$ cat src/common/adcs_map.vh
// Register map, field positions, reserved-bit read value and phase lengths of the conversion sequencer.
`ifndef ADCS_MAP_VH
`define ADCS_MAP_VH
// Register addresses (byte offsets, one 32-bit word each).
`define ADCS_ADDR_CSR 8'h00
`define ADCS_ADDR_TRG 8'h04
`define ADCS_ADDR_STAT 8'h08
`define ADCS_ADDR_MASK 8'h0C
`define ADCS_ADDR_RES 8'h10
// Control/status register fields and the trigger-register enable bit.
`define ADCS_CSR_CH_LSB 0
`define ADCS_CSR_CH_MSB 2
`define ADCS_CSR_SPEED 3
`define ADCS_CSR_SCAN 4
`define ADCS_CSR_IE 5
`define ADCS_CSR_START 6
`define ADCS_CSR_END 7
`define ADCS_TRG_EN 7
// Reserved trigger-register bits 6..1 read as one.
`define ADCS_TRG_RSVD 32'h0000007E
// Status / mask bits.
`define ADCS_ST_END 0
`define ADCS_ST_TRIG 1
`define ADCS_EVT_W 2
// Phase lengths in clock states.
`define ADCS_DLY0_MIN 8'h06
`define ADCS_DLY1_MIN 8'h04
`define ADCS_SPL0 8'h1F
`define ADCS_SPL1 8'h0F
// Fixed scan-repeat conversion lengths; successive-approximation part follows.
`define ADCS_SCAN0 8'h80
`define ADCS_SCAN1 8'h42
// Minimum single-conversion totals; the first conversion phase is what remains.
`define ADCS_TOT0_MIN 8'h83
`define ADCS_TOT1_MIN 8'h45
`define ADCS_ZERO8 8'h00
`define ADCS_ONE8 8'h01
`define ADCS_TWO8 8'h02
`endif

$ cat src/hdl/adcs_sequencer.v
// Conversion sequencer: start delay, sampling and conversion timing with register port.
//
// Decided for this implementation: the register offsets and the strobed register port.
`timescale 1ns/10ps
`default_nettype none
`include "adcs_map.vh"
module adcs_sequencer
#(
    parameter PHASE_W = 2
)
(
    input wire clk,
    input wire reset_n,
    input wire [7:0] addr,
    input wire [31:0] wdata,
    input wire wr,
    input wire rd,
    output reg [31:0] rdata,
    input wire external_trigger_pin,
    input wire [9:0] afe_result,
    output reg afe_sample,
    output reg afe_convert,
    output reg [2:0] afe_channel,
    output reg result_valid,
    output reg [2:0] result_channel,
    output reg conversion_end_interrupt,
    output reg irq
);
    localparam ST_IDLE = 2'b00;
    localparam ST_DELAY = 2'b01;
    localparam ST_SAMPLE = 2'b10;
    localparam ST_CONV = 2'b11;

    ////////////////////////////////////////////////////////////////////////////
    reg [2:0] chan_sel;
    reg conversion_speed_select;
    reg scan_mode;
    reg end_interrupt_enable;
    reg conversion_start_flag;
    reg conversion_end_flag;
    reg trigger_input_enable;
    reg [`ADCS_EVT_W-1:0] irq_status;
    reg [`ADCS_EVT_W-1:0] irq_mask;
    reg [9:0] last_result;
    reg [1:0] state;
    reg [7:0] count;
    reg [PHASE_W-1:0] phase;
    reg first_conv;
    reg [2:0] cur_chan;
    wire trig_fall;
    wire trig_start;
    wire sw_start;
    wire conv_done;
    wire group_last;

    adcs_trig_sync u_sync
    (
        .clk(clk),
        .reset_n(reset_n),
        .pin_n(external_trigger_pin),
        .fall(trig_fall)
    );

    // Conversion phase of a later scan conversion: fixed repeat length minus sampling.
    function [7:0] conv_len;
        input spd;
        begin
            if (spd)
                conv_len = `ADCS_SCAN1 - `ADCS_SPL1;
            else
                conv_len = `ADCS_SCAN0 - `ADCS_SPL0;
        end
    endfunction

    // Conversion phase of the first conversion after a start: the total then runs
    // from the minimum total up by the same stretch as the start delay.
    function [7:0] first_len;
        input spd;
        begin
            if (spd)
                first_len = `ADCS_TOT1_MIN - `ADCS_DLY1_MIN - `ADCS_SPL1;
            else
                first_len = `ADCS_TOT0_MIN - `ADCS_DLY0_MIN - `ADCS_SPL0;
        end
    endfunction

    function [7:0] spl_len;
        input spd;
        begin
            spl_len = spd ? `ADCS_SPL1 : `ADCS_SPL0;
        end
    endfunction

    ////////////////////////////////////////////////////////////////////////////
    assign trig_start = trig_fall & trigger_input_enable;
    assign sw_start = wr && (addr == `ADCS_ADDR_CSR) && wdata[`ADCS_CSR_START];
    assign conv_done = (state == ST_CONV) && (count == `ADCS_ONE8);
    assign group_last = ~scan_mode || (cur_chan[1:0] == chan_sel[1:0]);

    // Free-running phase counter; a start lands at a random phase of it, so the
    // delay stretches by 0..3 states (speed 0) or 0..1 state (speed 1).
    always @(posedge clk or negedge reset_n)
    begin
        if (!reset_n)
            phase <= {PHASE_W{1'b0}};
        else
            phase <= phase + {{(PHASE_W-1){1'b0}}, 1'b1};
    end

    ////////////////////////////////////////////////////////////////////////////
    // Sequencer.
    always @(posedge clk or negedge reset_n)
    begin
        if (!reset_n)
        begin
            state <= ST_IDLE;
            count <= `ADCS_ZERO8;
            first_conv <= 1'b0;
            cur_chan <= 3'h0;
            afe_sample <= 1'b0;
            afe_convert <= 1'b0;
            afe_channel <= 3'h0;
            result_valid <= 1'b0;
            result_channel <= 3'h0;
            last_result <= 10'h000;
        end
        else
        begin
            result_valid <= 1'b0;
            if (!conversion_start_flag)
            begin
                state <= ST_IDLE;
                afe_sample <= 1'b0;
                afe_convert <= 1'b0;
            end
            else
            begin
                case (state)
                    ST_IDLE:
                    begin
                        // Delay: 6 + phase(0..3) or 4 + phase(0..1).
                        state <= ST_DELAY;
                        first_conv <= 1'b1;
                        cur_chan <= scan_mode ? {chan_sel[2], 2'b00} : chan_sel;
                        if (conversion_speed_select)
                            count <= `ADCS_DLY1_MIN - `ADCS_TWO8 + {7'h00, phase[0]};
                        else
                            count <= `ADCS_DLY0_MIN - `ADCS_TWO8 + {6'h00, phase[1:0]};
                    end
                    ST_DELAY:
                    begin
                        if (count == `ADCS_ZERO8)
                        begin
                            state <= ST_SAMPLE;
                            afe_sample <= 1'b1;
                            afe_channel <= cur_chan;
                            count <= spl_len(conversion_speed_select);
                        end
                        else
                            count <= count - `ADCS_ONE8;
                    end
                    ST_SAMPLE:
                    begin
                        if (count == `ADCS_ONE8)
                        begin
                            state <= ST_CONV;
                            afe_sample <= 1'b0;
                            afe_convert <= 1'b1;
                            if (first_conv)
                                count <= first_len(conversion_speed_select);
                            else
                                count <= conv_len(conversion_speed_select);
                        end
                        else
                            count <= count - `ADCS_ONE8;
                    end
                    ST_CONV:
                    begin
                        if (conv_done)
                        begin
                            afe_convert <= 1'b0;
                            result_valid <= 1'b1;
                            result_channel <= cur_chan;
                            last_result <= afe_result;
                            first_conv <= 1'b0;
                            if (scan_mode)
                            begin
                                // Later scan conversions: fixed 128 / 66 states.
                                state <= ST_SAMPLE;
                                afe_sample <= 1'b1;
                                cur_chan <= group_last ? {chan_sel[2], 2'b00} : cur_chan + 3'h1;
                                afe_channel <= group_last ? {chan_sel[2], 2'b00} : cur_chan + 3'h1;
                                count <= spl_len(conversion_speed_select);
                            end
                            else
                                state <= ST_IDLE;
                        end
                        else
                            count <= count - `ADCS_ONE8;
                    end
                    default:
                        state <= ST_IDLE;
                endcase
            end
        end
    end

    ////////////////////////////////////////////////////////////////////////////
    // Control registers and flags; hardware set wins over software clear.
    always @(posedge clk or negedge reset_n)
    begin
        if (!reset_n)
        begin
            chan_sel <= 3'h0;
            conversion_speed_select <= 1'b0;
            scan_mode <= 1'b0;
            end_interrupt_enable <= 1'b0;
            conversion_start_flag <= 1'b0;
            conversion_end_flag <= 1'b0;
            trigger_input_enable <= 1'b0;
            irq_status <= {`ADCS_EVT_W{1'b0}};
            irq_mask <= {`ADCS_EVT_W{1'b0}};
        end
        else
        begin
            if (wr && addr == `ADCS_ADDR_CSR)
            begin
                chan_sel <= wdata[`ADCS_CSR_CH_MSB:`ADCS_CSR_CH_LSB];
                conversion_speed_select <= wdata[`ADCS_CSR_SPEED];
                scan_mode <= wdata[`ADCS_CSR_SCAN];
                end_interrupt_enable <= wdata[`ADCS_CSR_IE];
                conversion_start_flag <= wdata[`ADCS_CSR_START];
                if (!wdata[`ADCS_CSR_END])
                    conversion_end_flag <= 1'b0;
            end
            if (wr && addr == `ADCS_ADDR_TRG)
                trigger_input_enable <= wdata[`ADCS_TRG_EN];
            if (wr && addr == `ADCS_ADDR_MASK)
                irq_mask <= wdata[`ADCS_EVT_W-1:0];
            if (conv_done && group_last)
            begin
                conversion_end_flag <= 1'b1;
                if (!scan_mode && !sw_start)
                    conversion_start_flag <= 1'b0;
            end
            // A trigger edge in the completion cycle must not be lost to the auto-clear.
            if (trig_start)
                conversion_start_flag <= 1'b1;
            if (rd && addr == `ADCS_ADDR_STAT)
                irq_status <= {`ADCS_EVT_W{1'b0}};
            if (conv_done && group_last)
                irq_status[`ADCS_ST_END] <= 1'b1;
            if (trig_start)
                irq_status[`ADCS_ST_TRIG] <= 1'b1;
        end
    end

    ////////////////////////////////////////////////////////////////////////////
    // Read port and interrupt outputs.
    always @(posedge clk or negedge reset_n)
    begin
        if (!reset_n)
        begin
            rdata <= 32'h00000000;
            irq <= 1'b0;
            conversion_end_interrupt <= 1'b0;
        end
        else
        begin
            irq <= |(irq_status & irq_mask);
            conversion_end_interrupt <= conversion_end_flag & end_interrupt_enable;
            rdata <= 32'h00000000;
            if (rd)
            begin
                case (addr)
                    `ADCS_ADDR_CSR:
                        rdata <= {24'h000000, conversion_end_flag, conversion_start_flag,
                                  end_interrupt_enable, scan_mode, conversion_speed_select,
                                  chan_sel};
                    `ADCS_ADDR_TRG:
                        rdata <= {24'h000000, trigger_input_enable, 7'h00} | `ADCS_TRG_RSVD;
                    `ADCS_ADDR_STAT:
                        rdata <= {30'h00000000, irq_status};
                    `ADCS_ADDR_MASK:
                        rdata <= {30'h00000000, irq_mask};
                    `ADCS_ADDR_RES:
                        rdata <= {18'h00000, first_conv, cur_chan, last_result[9:0]};
                    default:
                        rdata <= 32'h00000000;
                endcase
            end
        end
    end
endmodule
`default_nettype wire

$ cat src/hdl/adcs_trig_sync.v
// Synchroniser and falling-edge detector for the external trigger pin.
`timescale 1ns/10ps
`default_nettype none
module adcs_trig_sync
(
    input wire clk,
    input wire reset_n,
    input wire pin_n,
    output reg fall
);
    reg meta;
    reg sync;
    reg last;

    // Two flip-flops before the edge detector; the pin idles high.
    always @(posedge clk or negedge reset_n)
    begin
        if (!reset_n)
        begin
            meta <= 1'b1;
            sync <= 1'b1;
            last <= 1'b1;
            fall <= 1'b0;
        end
        else
        begin
            meta <= pin_n;
            sync <= meta;
            last <= sync;
            fall <= last & ~sync;
        end
    end
endmodule
`default_nettype wire

$ cat config.mk
export PLATFORM = sky130hd
export DESIGN_NAME = adcs_sequencer
export DESIGN_NICKNAME = d
export VERILOG_FILES = /design/src/hdl/adcs_sequencer.v /design/src/hdl/adcs_trig_sync.v
export VERILOG_INCLUDE_DIRS = /design/src /design/src/common
export SDC_FILE = /design/constraint.sdc
export NUM_CORES = 1
export LEC_CHECK = 0
export ABC_AREA = 1
export BUFFER_PORTS_ARGS = -buffer_cell sky130_fd_sc_hd__buf_2
export CAP_MARGIN = 20
export CORE_UTILIZATION = 40
export CTS_BUF_LIST = sky130_fd_sc_hd__clkbuf_16
export DETAILED_ROUTE_END_ITERATION = 8
export SLEW_MARGIN = 40
export SYNTH_ARGS = -nofsm -noshare
export SYNTH_HDL_FRONTEND = slang
export SYNTH_SLANG_ARGS = --single-unit
export TNS_END_PERCENT = 100
$ cat constraint.sdc
create_clock -name clk -period 3.9 [get_ports clk]
set_input_delay 0.195 -clock clk [delete_from_list [all_inputs] [get_ports clk]]
set_output_delay 0.195 -clock clk [all_outputs]
set_load 0.01 [all_outputs]
### Yosys cells after proc, flatten, opt, wreduce, memory -nomap -nowiden

Index checks and enable logic that the tools add are counted.

* register bits: 86
* latch bits: 0
* bits in writable memories: 0
* bits in read-only memories: 0
* bits of input ports: 55
* output and inout bits: 43
* logic and storage cells: 137
* memories kept: 0

* add/sub/neg operators: 5
* $mul: 0
* div/mod/pow operators: 0
* $lt $le $gt $ge: 0
* equality and inequality tests: 20
* shift-type cells: 0
* mux-type cells: 49
* bitwise operators: 6
* reduce and logical (&&, ||, !) cells: 29

Operators by type and width (count)
* one-hot mux 14 bit (5 select lines): 1
* two-way mux 8 bit: 5
* two-way mux 32 bit: 1
* one-hot mux 8 bit (4 select lines): 1
* two-way mux 1 bit: 20
* equality test 8 x 4 -> 1 bit, second input constant: 2
* logical NOT 8 bit: 2
* inequality test 3 bit, second input constant: 5
* two-way mux 2 bit: 7
* two-way mux 7 bit: 2
* two-way mux 3 bit: 4
* one-hot mux 3 bit (2 select lines): 2
* AND reduction 3 bit: 4
* AND reduction 5 bit: 2
* nonzero test 2 bit: 5
* equality test 8 x 1 -> 1 bit, second input constant: 1
* equality test 8 x 3 -> 1 bit, second input constant: 1
* equality test 8 x 5 -> 1 bit, second input constant: 1
* logical AND 1 bit: 8
* one-hot mux 2 bit (4 select lines): 1
* subtractor 8 x 1 -> 8 bit, second input constant: 1
* inequality test 2 bit, second input constant: 3
* two-way mux 5 bit: 1
* adder 3 x 2 -> 4 bit, first input constant: 1
* other kinds (21): 28

### Longest topological paths before layout

Gate-level depths: netlist of the first run.

* depth after elaboration: 8
* gate-level depth with buffers: 11
* mapped depth without buffers: 11

### By module

From an unflattened synthesis of the first run, not the netlist that was laid out.

* cell total of the unflattened synthesis: 488
* area total of the unflattened synthesis: 3699.8 µm²

By module, submodules not included
* adcs_sequencer: instances 1, cells an instance 482, area an instance 3585.9 µm², sequential area each 1601.5 µm²
* adcs_trig_sync: instances 1, cells an instance 6, area an instance 113.9 µm², sequential area each 103.8 µm²

### Worst setup path after synthesis of the first run

Ideal clock, no wire load.

* kind: register -> register
* start point: register count[0]
* end point: register afe_channel[0]
* setup time: 120 ps
* arrival time: 1413 ps
* data required time: 3780 ps
* path slack: 2368 ps
* cell stages (with the launch flop): 10
* path buffers: 0
* period minus slack after synthesis: 1532 ps
* cell sequence: dfrtp_1 -> inv_1 -> ha_1 -> nand2_1 -> inv_1 -> nand2_1 -> nand2_1 -> nand3_1 -> o21ai_0 -> inv_1

* longest elaborated chain between the ends: 4
* elaborated cells on any way between the ends: 6
* those cells by class: 3 x eq/ne; 3 x reduce/logical

RTL lines
* start, declared: line adcs_sequencer.v:46 `reg [7:0] count;`
* start signal, assigned: line adcs_sequencer.v:117 `` count <= `ADCS_ZERO8; ``
* start signal, assigned: line adcs_sequencer.v:146 `` count <= `ADCS_DLY1_MIN - `ADCS_TWO8 + {7'h00, phase[0]}; ``
* start signal, assigned: line adcs_sequencer.v:148 `` count <= `ADCS_DLY0_MIN - `ADCS_TWO8 + {6'h00, phase[1:0]}; ``
* equality test 8 x 1 -> 1 bit (no line)
* logical AND 1 bit: line adcs_sequencer.v:97 `` assign conv_done = (state == ST_CONV) && (count == `ADCS_ONE8); ``
* inequality test 2 bit (no line)
* AND reduction 5 bit (no line) (*)
* end signal, assigned: line adcs_sequencer.v:156 `afe_channel <= cur_chan;`
* end signal, assigned: line adcs_sequencer.v:192 `afe_channel <= group_last ? {chan_sel[2], 2'b00} : cur_chan + 3'h1;`
* end, declared: line adcs_sequencer.v:23 `output reg [2:0] afe_channel,`

Every way passes the cells marked *; elsewhere a longest branch is shown, timed or not.
A chain may end at the register's enable or synchronous reset.

### Worst setup path after layout of the first run

* start point: register state[0]
* end point: register count[2]

* longest elaborated chain between the ends: 4
* elaborated cells on any way between the ends: 9
* those cells by class: 4 x eq/ne; 2 x mux; 3 x reduce/logical

RTL lines
* start, declared: line adcs_sequencer.v:45 `reg [1:0] state;`
* start signal, assigned: line adcs_sequencer.v:116 `state <= ST_IDLE;`
* start signal, assigned: line adcs_sequencer.v:132 `state <= ST_IDLE;`
* start signal, assigned: line adcs_sequencer.v:142 `state <= ST_DELAY;`
* equality test 2 bit: line adcs_sequencer.v:97, adcs_sequencer.v:138
* logical AND 1 bit: line adcs_sequencer.v:97
* two-way mux 8 bit / inequality test 3 bit (equally long branches)
* one-hot mux 8 bit (4 select lines) / AND reduction 2 bit (equally long branches)
* end signal, assigned: line adcs_sequencer.v:146
* end signal, assigned: line adcs_sequencer.v:148
* end signal, assigned: line adcs_sequencer.v:175 `` count <= count - `ADCS_ONE8; ``

Parallel ways exist; a longest one is shown, timed or not.

==> impl_metrics.tcl, run 1 <==
set metrics [dict create \
    first_pass_iters 4 \
    io_pins 98 \
    initial_core_util 0.416 \
    ys_ff_latch 68 \
    post_cts_buffers 0 \
    rows 34 \
    power.total_mw 2.99 \
    rsz0062_at_grt "false" \
    syn_inst 473 \
    io_buffers 55 \
    overflow 0 \
    period_minus_slack_ns 2.15 \
    synth-simple-area-share 0.293 \
    finalHoldViolCount 0 \
    worst_slew_pin_slew_ns 0.816 \
    layout-drive-gt1-share 0.174 \
    hp-class "input pin to flop" \
    worstSetupStartpointType "flop" \
    p_seq_frac 0.332 \
    post_cts_resized 0 \
    pwr-share-clk 0.287 \
    synthAdderAreaFrac 0.0240 \
    powerDensity_nw_per_um2 696 \
    cpMostUsedCell "nand2_1" \
    comb_power_share 0.381 \
    drc 0 \
    cp_data_arrival_time_ns 2.37 \
    synth.largest_area_cell "dfrtp_1" \
    intPower_mw 1.82 \
    track_usage 0.187 \
    rr_startpoint "state[0]" \
    ys_seq_area_frac 0.468 \
    cp.depth 6 \
    ff2ff_path_depth 6 \
    diodes 0 \
    synth_top_family_by_area "simple AND/OR/NAND/NOR gates" \
    htree_levels 3 \
    cts.sinks 68 \
    grt_max_degree 39 \
    clock_latency_ns 0.33 \
    leakagePower_nw 2.41 \
    cts.path.max_buffers 2 \
    cts_buffers 9 \
    nets 597 \
    path_cells "ha_1, nand2_1, o21ai_1, o21ai_0, inv_1, nand2_1" \
    finalSetupViolations 0 \
    required_ns 4.11 \
    cp_slowest_stage_delay_ns 0.68 \
    wl_per_cell_um 12.9 \
    relSlewSlack 0.452 \
    dp_hpwl_mm 6.18 \
    regToRegEndpoint "count[2]" \
    drv_cap 0 \
    critical_path.top_delay_family "compound AO/OA/AOI/OAI gates" \
    synth.mux.area_fraction 0 \
    cts.clk_slew.worst_paths_ns 0.06 \
    crit_end "count[2]" \
    antenna_found_initial 0 \
    seqCellArea_um2 1710 \
    skew_ns 0.00891 \
    cts-root-buf "clkbuf_16" \
    grt_first_pass_wirelength_mm 14.2 \
    finalCritPeriodShare 0.552 \
    synthXorXnorAreaFrac 0.00962 \
    yosysWarningCount 0 \
    avgSynthCellArea_um2 7.70 \
    maxSlewViolCount 0 \
    ys_types 33 \
    path_max_fanout 14 \
    hold_depth 3 \
    synth_top_area_frac 0.447 \
    gp_congestion 0.910 \
    switching_share 0.391 \
    synth_compound_area_frac 0.0890 \
    fillers 863 \
    yosys-top-cells-area "dfrtp_1 45%, nand2_1 15%, inv_1 6.4%" \
    cp_slowest_cell "o21ai_1" \
    grt_pass1_vias 3096 \
    fmax_mhz 464 \
    die_width_um 97.4 \
    wirelength_mm 8.39 \
    drtIter0Drc 162 \
    vias 3159 \
    critPathKind "flop to flop" \
    fp.dieH_um 97.4 \
    syn-cell-area_um2 3640 \
    crit_path_end_kind "flop" \
    core_area_um2 8760 \
    ff2ff_setup_slack_ns 1.75 \
    place_inst 630 \
    fin_cells 648 \
    hold_ws_ns 0.0711 \
    path_buf_inv 1 \
    crit_start "state[0]" \
    route.antenna.remaining_nets 0 \
    viasPerCell 4.88 \
    cts_tree "built" \
    peakVddDrop_mv 0.402 \
    hold_buffers 2 \
    dieArea_um2 9490 \
    multi_input_area_um2 1580 \
    status "completed" \
    tns_ns 0 \
    p_sw_mw 1.17 \
    area_delta_synth_final_pct 17.8 \
]
routing by layer:
| layer | track usage | wire (um) | part of all wire |
|---|---|---|---|
| met2 | 0.313 | 4040 | 0.48 |
| met5 | 0 | 0 | 0 |
| met3 | 0.0424 | 355 | 0.042 |
| met4 | 0.0690 | 134 | 0.016 |
| met1 | 0.235 | 3860 | 0.46 |
worst reg2reg max path, stage by stage (launching register included):
cell     delay (ns)
dfrtp_1        0.41
ha_1           0.51
nand2_1        0.15
o21ai_1        0.68
o21ai_0        0.16
inv_1          0.08
nand2_1        0.05
flip-flops by register name, summed over array words and instances (netlist names), 2 cells and up:
register / cells
rdata: 14
result_channel: 3
cur_chan: 3
last_result: 10
irq_mask: 2
afe_channel: 3
state: 2
phase: 2
count: 8
chan_sel: 3
irq_status: 2
metrics by stage:
step | util | instance area [um^2] | setup WS [ns]
CTS | 0.489 | 4290 | 1.74
floorplan | - | 3710 | 2.37
detailed placement | 0.451 | 3950 | 1.74
global placement | 0.451 | 3950 | 1.76
global route | 0.489 | 4290 | 1.55
finish | 0.489 | 4290 | 1.75
synthesized netlist by cell type:
library cell / number
xor2_1: 2
nand3_2: 1
o22ai_1: 1
o21ai_0: 30
conb_1: 1
buf_6: 1
or2_2: 1
ha_1: 7
clkbuf_1: 2
buf_2: 1
buf_4: 20
a21oi_1: 13
o21ai_2: 3
nor2_1: 41
nand4_1: 6
nand2_2: 3
xnor2_1: 2
dfrtp_1: 65
o211ai_1: 4
inv_1: 62
nor2_4: 1
o31ai_1: 1
nor2_2: 4
nand2_1: 146
o21ai_1: 3
nor2_8: 2
nor3_1: 3
nand3_1: 36
nand2_4: 2
dfstp_2: 3
inv_2: 3
o21a_1: 2
a21oi_2: 1
how the worst min path moves through the flow:
stage	startpoint	slack (ns)	endpoint
after floorplan	reset_n	-0.10	afe_channel[0]
after global placement	external_trigger_pin	0.30	u_sync.meta
after detailed placement	reset_n	0.20	last_result[9]
after CTS	afe_result[2]	0.06	last_result[2]
after global routing	afe_result[8]	0.08	last_result[8]
final	afe_result[2]	0.07	last_result[2]
power by group through the flow:
stage	clock network [mW]	logic (mW)	registers, mW
finish	0.857	1.14	0.991
global placement	0	1.11	0.997
global route	0.903	1.32	1.01
detailed placement	0	1.13	1.00
floorplan	0	0.866	0.989
CTS	0.879	1.14	0.990
kinds of logic after synthesis:
group	Yosys count
compound gates	58
xor+xnor	4
fa+ha+maj	7
buf+inv	89
flops	68
other cells	1
simple gates	246
cell type report:
cell class / instances / area share
sequential: 68 / 0.398
clock buffer: 9 / 0.0525
timing repair buffer: 58 / 0.0712
inverter: 65 / 0.0569
tap: 108 / 0.0315
multi-input combinational: 333 / 0.369
clock inverter: 7 / 0.0213
layout by cell type, fill, tap and decap left out, types with 6 or more instances in the layout:
master	n
a21oi_1	13
o21ai_0	30
nand3_1	36
conb_1	18
nand2_1	146
inv_1	62
buf_2	54
nand4_1	6
ha_1	7
clkbuf_16	9
nor2_1	41
dfrtp_1	65
No activity file was read; power rests on OpenSTA's default activity.
==> inputs of run 2 (changes only) <==
Settings changed: PLACE_DENSITY set to 0.66.
Clock period 3.9 ns to 1.9 ns, I/O delays scaled along.
==> impl_metrics.tcl, run 2 (synthesis results as in run 1) <==
set metrics [dict create \
    p_seq_frac 0.321 \
    powerDensity_nw_per_um2 1410 \
    rows 34 \
    rsz0062_at_grt "false" \
    peakVddDrop_mv 0.605 \
    place_inst 638 \
    final_common_cell "nand2_1" \
    hold_depth 3 \
    wirelength_mm 8.60 \
    ff2ff_setup_slack_ns 0.21 \
    core_area_um2 8760 \
    finalSetupViolations 0 \
    leakagePower_nw 2.52 \
    area_delta_synth_final_pct 23.4 \
    diodes 0 \
    largestRegisters "rdata: 14 flops, last_result: 10 flops, count: 8 flops" \
    worstSetupStartpointType "flop" \
    antenna_found_initial 0 \
    mostFrequentLayoutCells "146 x nand2_1, 65 x dfrtp_1, 62 x inv_1" \
    regToRegEndpoint "count[7]" \
    finalHoldViolCount 0 \
    grt_first_pass_wirelength_mm 14.5 \
    fin_cells 665 \
    route.antenna.remaining_nets 0 \
    dieArea_um2 9490 \
    dp_hpwl_mm 6.49 \
    crit_end "count[7]" \
    status "completed" \
    drtIter0Drc 179 \
    nets 614 \
    drc 0 \
    cts-root-buf "clkbuf_16" \
    intPower_mw 3.93 \
    cts.path.max_buffers 2 \
    gp_congestion 0.892 \
    p_sw_mw 2.42 \
    io_buffers 55 \
    fmax_mhz 591 \
    grt_pass1_vias 3140 \
    cts.sinks 68 \
    hp-class "input pin to flop" \
    drv_cap 0 \
    skew_ns 0.00879 \
    maxSlewViolCount 0 \
    vias 3260 \
    initial_core_util 0.416 \
    switching_share 0.381 \
    comb_power_share 0.380 \
    viasPerCell 4.90 \
    first_pass_iters 5 \
    tns_ns 0 \
    clock_latency_ns 0.34 \
    cp_data_arrival_time_ns 1.97 \
    grt_max_degree 26 \
    path_max_fanout 8 \
    required_ns 2.18 \
    die_width_um 97.4 \
    wl_per_cell_um 12.9 \
    crit_path_end_kind "flop" \
    finalCritPeriodShare 0.891 \
    fillers 875 \
    final_util 0.513 \
    pwr-share-clk 0.299 \
    fp.dieH_um 97.4 \
    track_usage 0.192 \
    cts.clk_slew.worst_paths_ns 0.06 \
    io_pins 98 \
    period_minus_slack_ns 1.69 \
    htree_levels 3 \
    worst_slew_pin_slew_ns 0.667 \
    cts_buffers 9 \
    top_register "rdata" \
    overflow 0 \
    rr_startpoint "count[1]" \
    cts_tree "built" \
    layout-drive-gt1-share 0.189 \
    crit_start "count[1]" \
    critPathKind "flop to flop" \
    largest_reg_flops 14 \
    relSlewSlack 0.552 \
    ff2ff_path_depth 11 \
]
[run 2: changes by cell type in the layout (fill, tap and decap cells not counted), sizes merged]
cell	delta
buf	+8
bufinv	+1
clkinvlp	-1
dlygate4sd3	+9
[run 2: through the flow]
step / setup slack, ns / instance area, um^2 / total power [mW] / hold WS (ns)
after floorplan: 0.368 / 3710 / 3.81 / -0.201
after global placement: 0.231 / 4040 / 4.35 / 0.141
after detailed placement: 0.202 / 4040 / 4.42 / 0.143
after CTS: 0.180 / 4490 / 6.36 / 0.00264
after global routing: 0.0504 / 4490 / 6.85 / 0.000296
final: 0.208 / 4490 / 6.36 / 0.00255
[run 2: area by class of cell]
class,count,area [um^2],area share
Clock buffer,9,225,0.0501
Clock inverter,7,115,0.0256
Inverter,65,244,0.0543
Multi-Input combinational cell,333,1590,0.354
Sequential cell,68,1710,0.380
Tap cell,108,135,0.0301
Timing Repair Buffer,75,478,0.106
[run 2: what timing repair did]
action | in CTS | in global routing
hold buffers | 11 | 0
endpoints found under the setup margin | 0 | 4
buffers inserted | 0 | 0
gates resized for setup | 0 | 3
hold endpoints to repair | 33 | 0
[run 2: worst min path at each step]
| stage | startpoint | end | slack (ns) |
|---|---|---|---|
| 3_5_place_dp | reset_n | rdata[2] | 0.14 |
| 2_1_floorplan | reset_n | afe_channel[0] | -0.20 |
| 6_report | wdata[5] | end_interrupt_enable | 0.003 |
| 4_1_cts | wdata[1] | irq_mask[1] | 0.003 |
| 3_3_place_gp | reset_n | rdata[6] | 0.14 |
| 5_1_grt | afe_result[5] | last_result[5] | 0.0003 |
[run 2: metal layers]
metal,part of all wire,global-route usage,up-vias,wire length [um]
met5,0,0,-,0
met3,0.054,0.0489,17,463
li1,-,-,1606,-
met1,0.44,0.249,1560,3810
met2,0.48,0.309,77,4160
met4,0.019,0.0690,0,161
[run 2: critical path, stage by stage, from the launching register on]
cell and delay, ns:
dfrtp_1 0.37, inv_1 0.08, ha_1 0.21, nand2_4 0.11, inv_1 0.06, nand2_2 0.16, nand2_1 0.09, nand2_1 0.11
nand2_1 0.08, inv_1 0.18, nand3_1 0.10, nand2_1 0.07
[run 2: power by group through the flow]
| stage | registers (mW) | clock network, mW | logic [mW] |
|---|---|---|---|
| after floorplan | 2.03 | 0 | 1.78 |
| after global placement | 2.05 | 0 | 2.31 |
| after detailed placement | 2.06 | 0 | 2.36 |
| after CTS | 2.04 | 1.92 | 2.40 |
| after global routing | 2.08 | 1.99 | 2.78 |
| final | 2.04 | 1.90 | 2.42 |
==> inputs of run 3 (changes only) <==
Settings changed: PLACE_DENSITY 0.66 to not set.
Clock period 1.9 ns to 1.6 ns, I/O delays scaled along.
==> impl_metrics.tcl, run 3 (synthesis results as in run 1) <==
set metrics [dict create \
    grt_util_met1 0.247 \
    finalSetupViolations 0 \
    cp_slowest_cell "dfrtp_1" \
    track_usage 0.192 \
    htree_levels 3 \
    dp_hpwl_mm 6.51 \
    core_area_um2 8760 \
    finalCritPeriodShare 0.966 \
    cts_buffers 9 \
    crit_path_end_kind "flop" \
    dieArea_um2 9490 \
    finalHoldViolCount 0 \
    cpMostUsedCell "inv_1" \
    viasPerCell 4.75 \
    largestRegisters "rdata: 14 flops, last_result: 10 flops, count: 8 flops" \
    largest_reg_flops 14 \
    critical_path.top_delay_family "flip-flops" \
    clock_latency_ns 0.33 \
    peakVddDrop_mv 0.749 \
    drv_cap 0 \
    worstSetupStartpointType "flop" \
    hp-class "input pin to flop" \
    powerDensity_nw_per_um2 1610 \
    use_met2 0.322 \
    required_ns 1.81 \
    skew_ns 0.00766 \
    area_delta_synth_final_pct 31.7 \
    first_pass_iters 4 \
    final_common_cell "nand2_1" \
    mostFrequentLayoutCells "141 x nand2_1, 64 x dfrtp_1, 56 x inv_1" \
    io_buffers 55 \
    maxSlewViolCount 0 \
    initial_core_util 0.416 \
    multi_input_area_um2 1660 \
    cts-root-buf "clkbuf_16" \
    grt_first_pass_wirelength_mm 14.7 \
    relSlewSlack 0.598 \
    cp_data_arrival_time_ns 1.76 \
    period_minus_slack_ns 1.55 \
    route.antenna.remaining_nets 0 \
    grt_use_met3 0.0439 \
    grt_max_degree 27 \
    rr_startpoint "state[1]" \
    rows 34 \
    path_max_fanout 9 \
    diodes 0 \
    wl_per_cell_um 12.6 \
    wirelength_mm 8.81 \
    place_area_um2 4240 \
    status "completed" \
    cts.sinks 68 \
    fp.dieH_um 97.4 \
    drtIter0Drc 213 \
    cts_tree "built" \
    leakagePower_nw 2.63 \
    antenna_found_initial 0 \
    crit_end "afe_channel[1]" \
    cts.path.max_buffers 2 \
    grt.busiest_layer "met2" \
    vias 3317 \
    io_pins 98 \
    rsz0062_at_grt "true" \
    top_register "rdata" \
    crit_start "state[1]" \
    fillers 822 \
    die_width_um 97.4 \
    drc 0 \
    fmax_mhz 647 \
    tns_ns 0 \
    overflow 0 \
    worst_slew_pin_slew_ns 0.597 \
    path_cells "ha_2, buf_4, nand2_1, inv_1, nand3_1, o21ai_0, o21ai_1, inv_1" \
    ff2ff_path_depth 8 \
    cp_slowest_stage_delay_ns 0.41 \
    path_buf_inv 3 \
    ff2ff_setup_slack_ns 0.05 \
    critPathKind "flop to flop" \
    regToRegEndpoint "afe_channel[1]" \
    cts.clk_slew.worst_paths_ns 0.05 \
    cp.depth 8 \
    grt_pass1_vias 3293 \
    stdcell_area_um2 4800 \
    seqCellArea_um2 1710 \
    nets 647 \
    gp_congestion 0.867 \
    layout-drive-gt1-share 0.259 \
]
[run 3: cell types whose count changed in the layout (fill, tap and decap cells not counted), sizes merged]
cell	delta
clkinv	+1
buf	+28
clkinvlp	+2
dlygate4sd3	+4
clkbuf	+1
bufinv	-3
[run 3: cell type report]
cell class | count | share of cell area
flip-flops and latches | 68 | 0.356
multi-input cells | 333 | 0.347
repair buffers | 108 | 0.162
inverters | 65 | 0.0514
clock buffers | 9 | 0.0469
clock inverters | 7 | 0.00913
well taps | 108 | 0.0282
[run 3: worst min-delay path by stage]
stage	from	end	slack, ns	cells after the start
2_1_floorplan	reset_n	afe_channel[0]	-0.22	0
3_3_place_gp	reset_n	rdata[9]	0.09	1
3_5_place_dp	reset_n	rdata[9]	0.1	1
4_1_cts	wdata[0]	irq_mask[0]	0.004	3
5_1_grt	wdata[2]	chan_sel[2]	0.02	3
6_report	wdata[0]	irq_mask[0]	0.02	3
[run 3: tightest hold or removal path, delay by kind of cell]
| family | cells | cell delay, ns |
|---|---|---|
| AOI/OAI and AO/OA | 1 | 0.07 |
| and+or+nand+nor | 1 | 0.05 |
| buffers and inverters | 1 | 0.10 |
[run 3: per-layer routing]
layer | vias up | part of all wire
li1 | 1682 | -
met1 | 1545 | 0.47
met2 | 78 | 0.48
met3 | 12 | 0.036
met4 | 0 | 0.017
met5 | - | 0
[run 3: what timing repair did]
item | 4_1_cts | 5_1_grt
buffers inserted | 2 | 1
hold buffers | 15 | 0
endpoints found under the hold margin | 34 | 0
pin swaps | 0 | 3
gates cloned | 0 | 1
setup endpoints to repair | 12 | 22
gates resized for setup | 6 | 29
[run 3: stage by stage]
step / setup WS (ns) / utilization / std cells / total power [mW] / hold WS, ns
2_1_floorplan: 0.0676 / - / 490 / 4.52 / -0.216
6_report: 0.0543 / 0.548 / 698 / 7.71 / 0.0157
3_3_place_gp: -0.0264 / 0.483 / 663 / 5.56 / 0.0907
5_1_grt: -0.0438 / 0.548 / 698 / 8.34 / 0.0229
4_1_cts: 0.0241 / 0.535 / 696 / 7.50 / 0.00400
3_5_place_dp: -0.00590 / 0.483 / 663 / 5.60 / 0.0971
[run 3: power by group]
part	switching [mW]	internal, mW
clock network	0.736	1.04
logic	2.12	1.45
registers	0.245	2.12
total	3.10	4.61
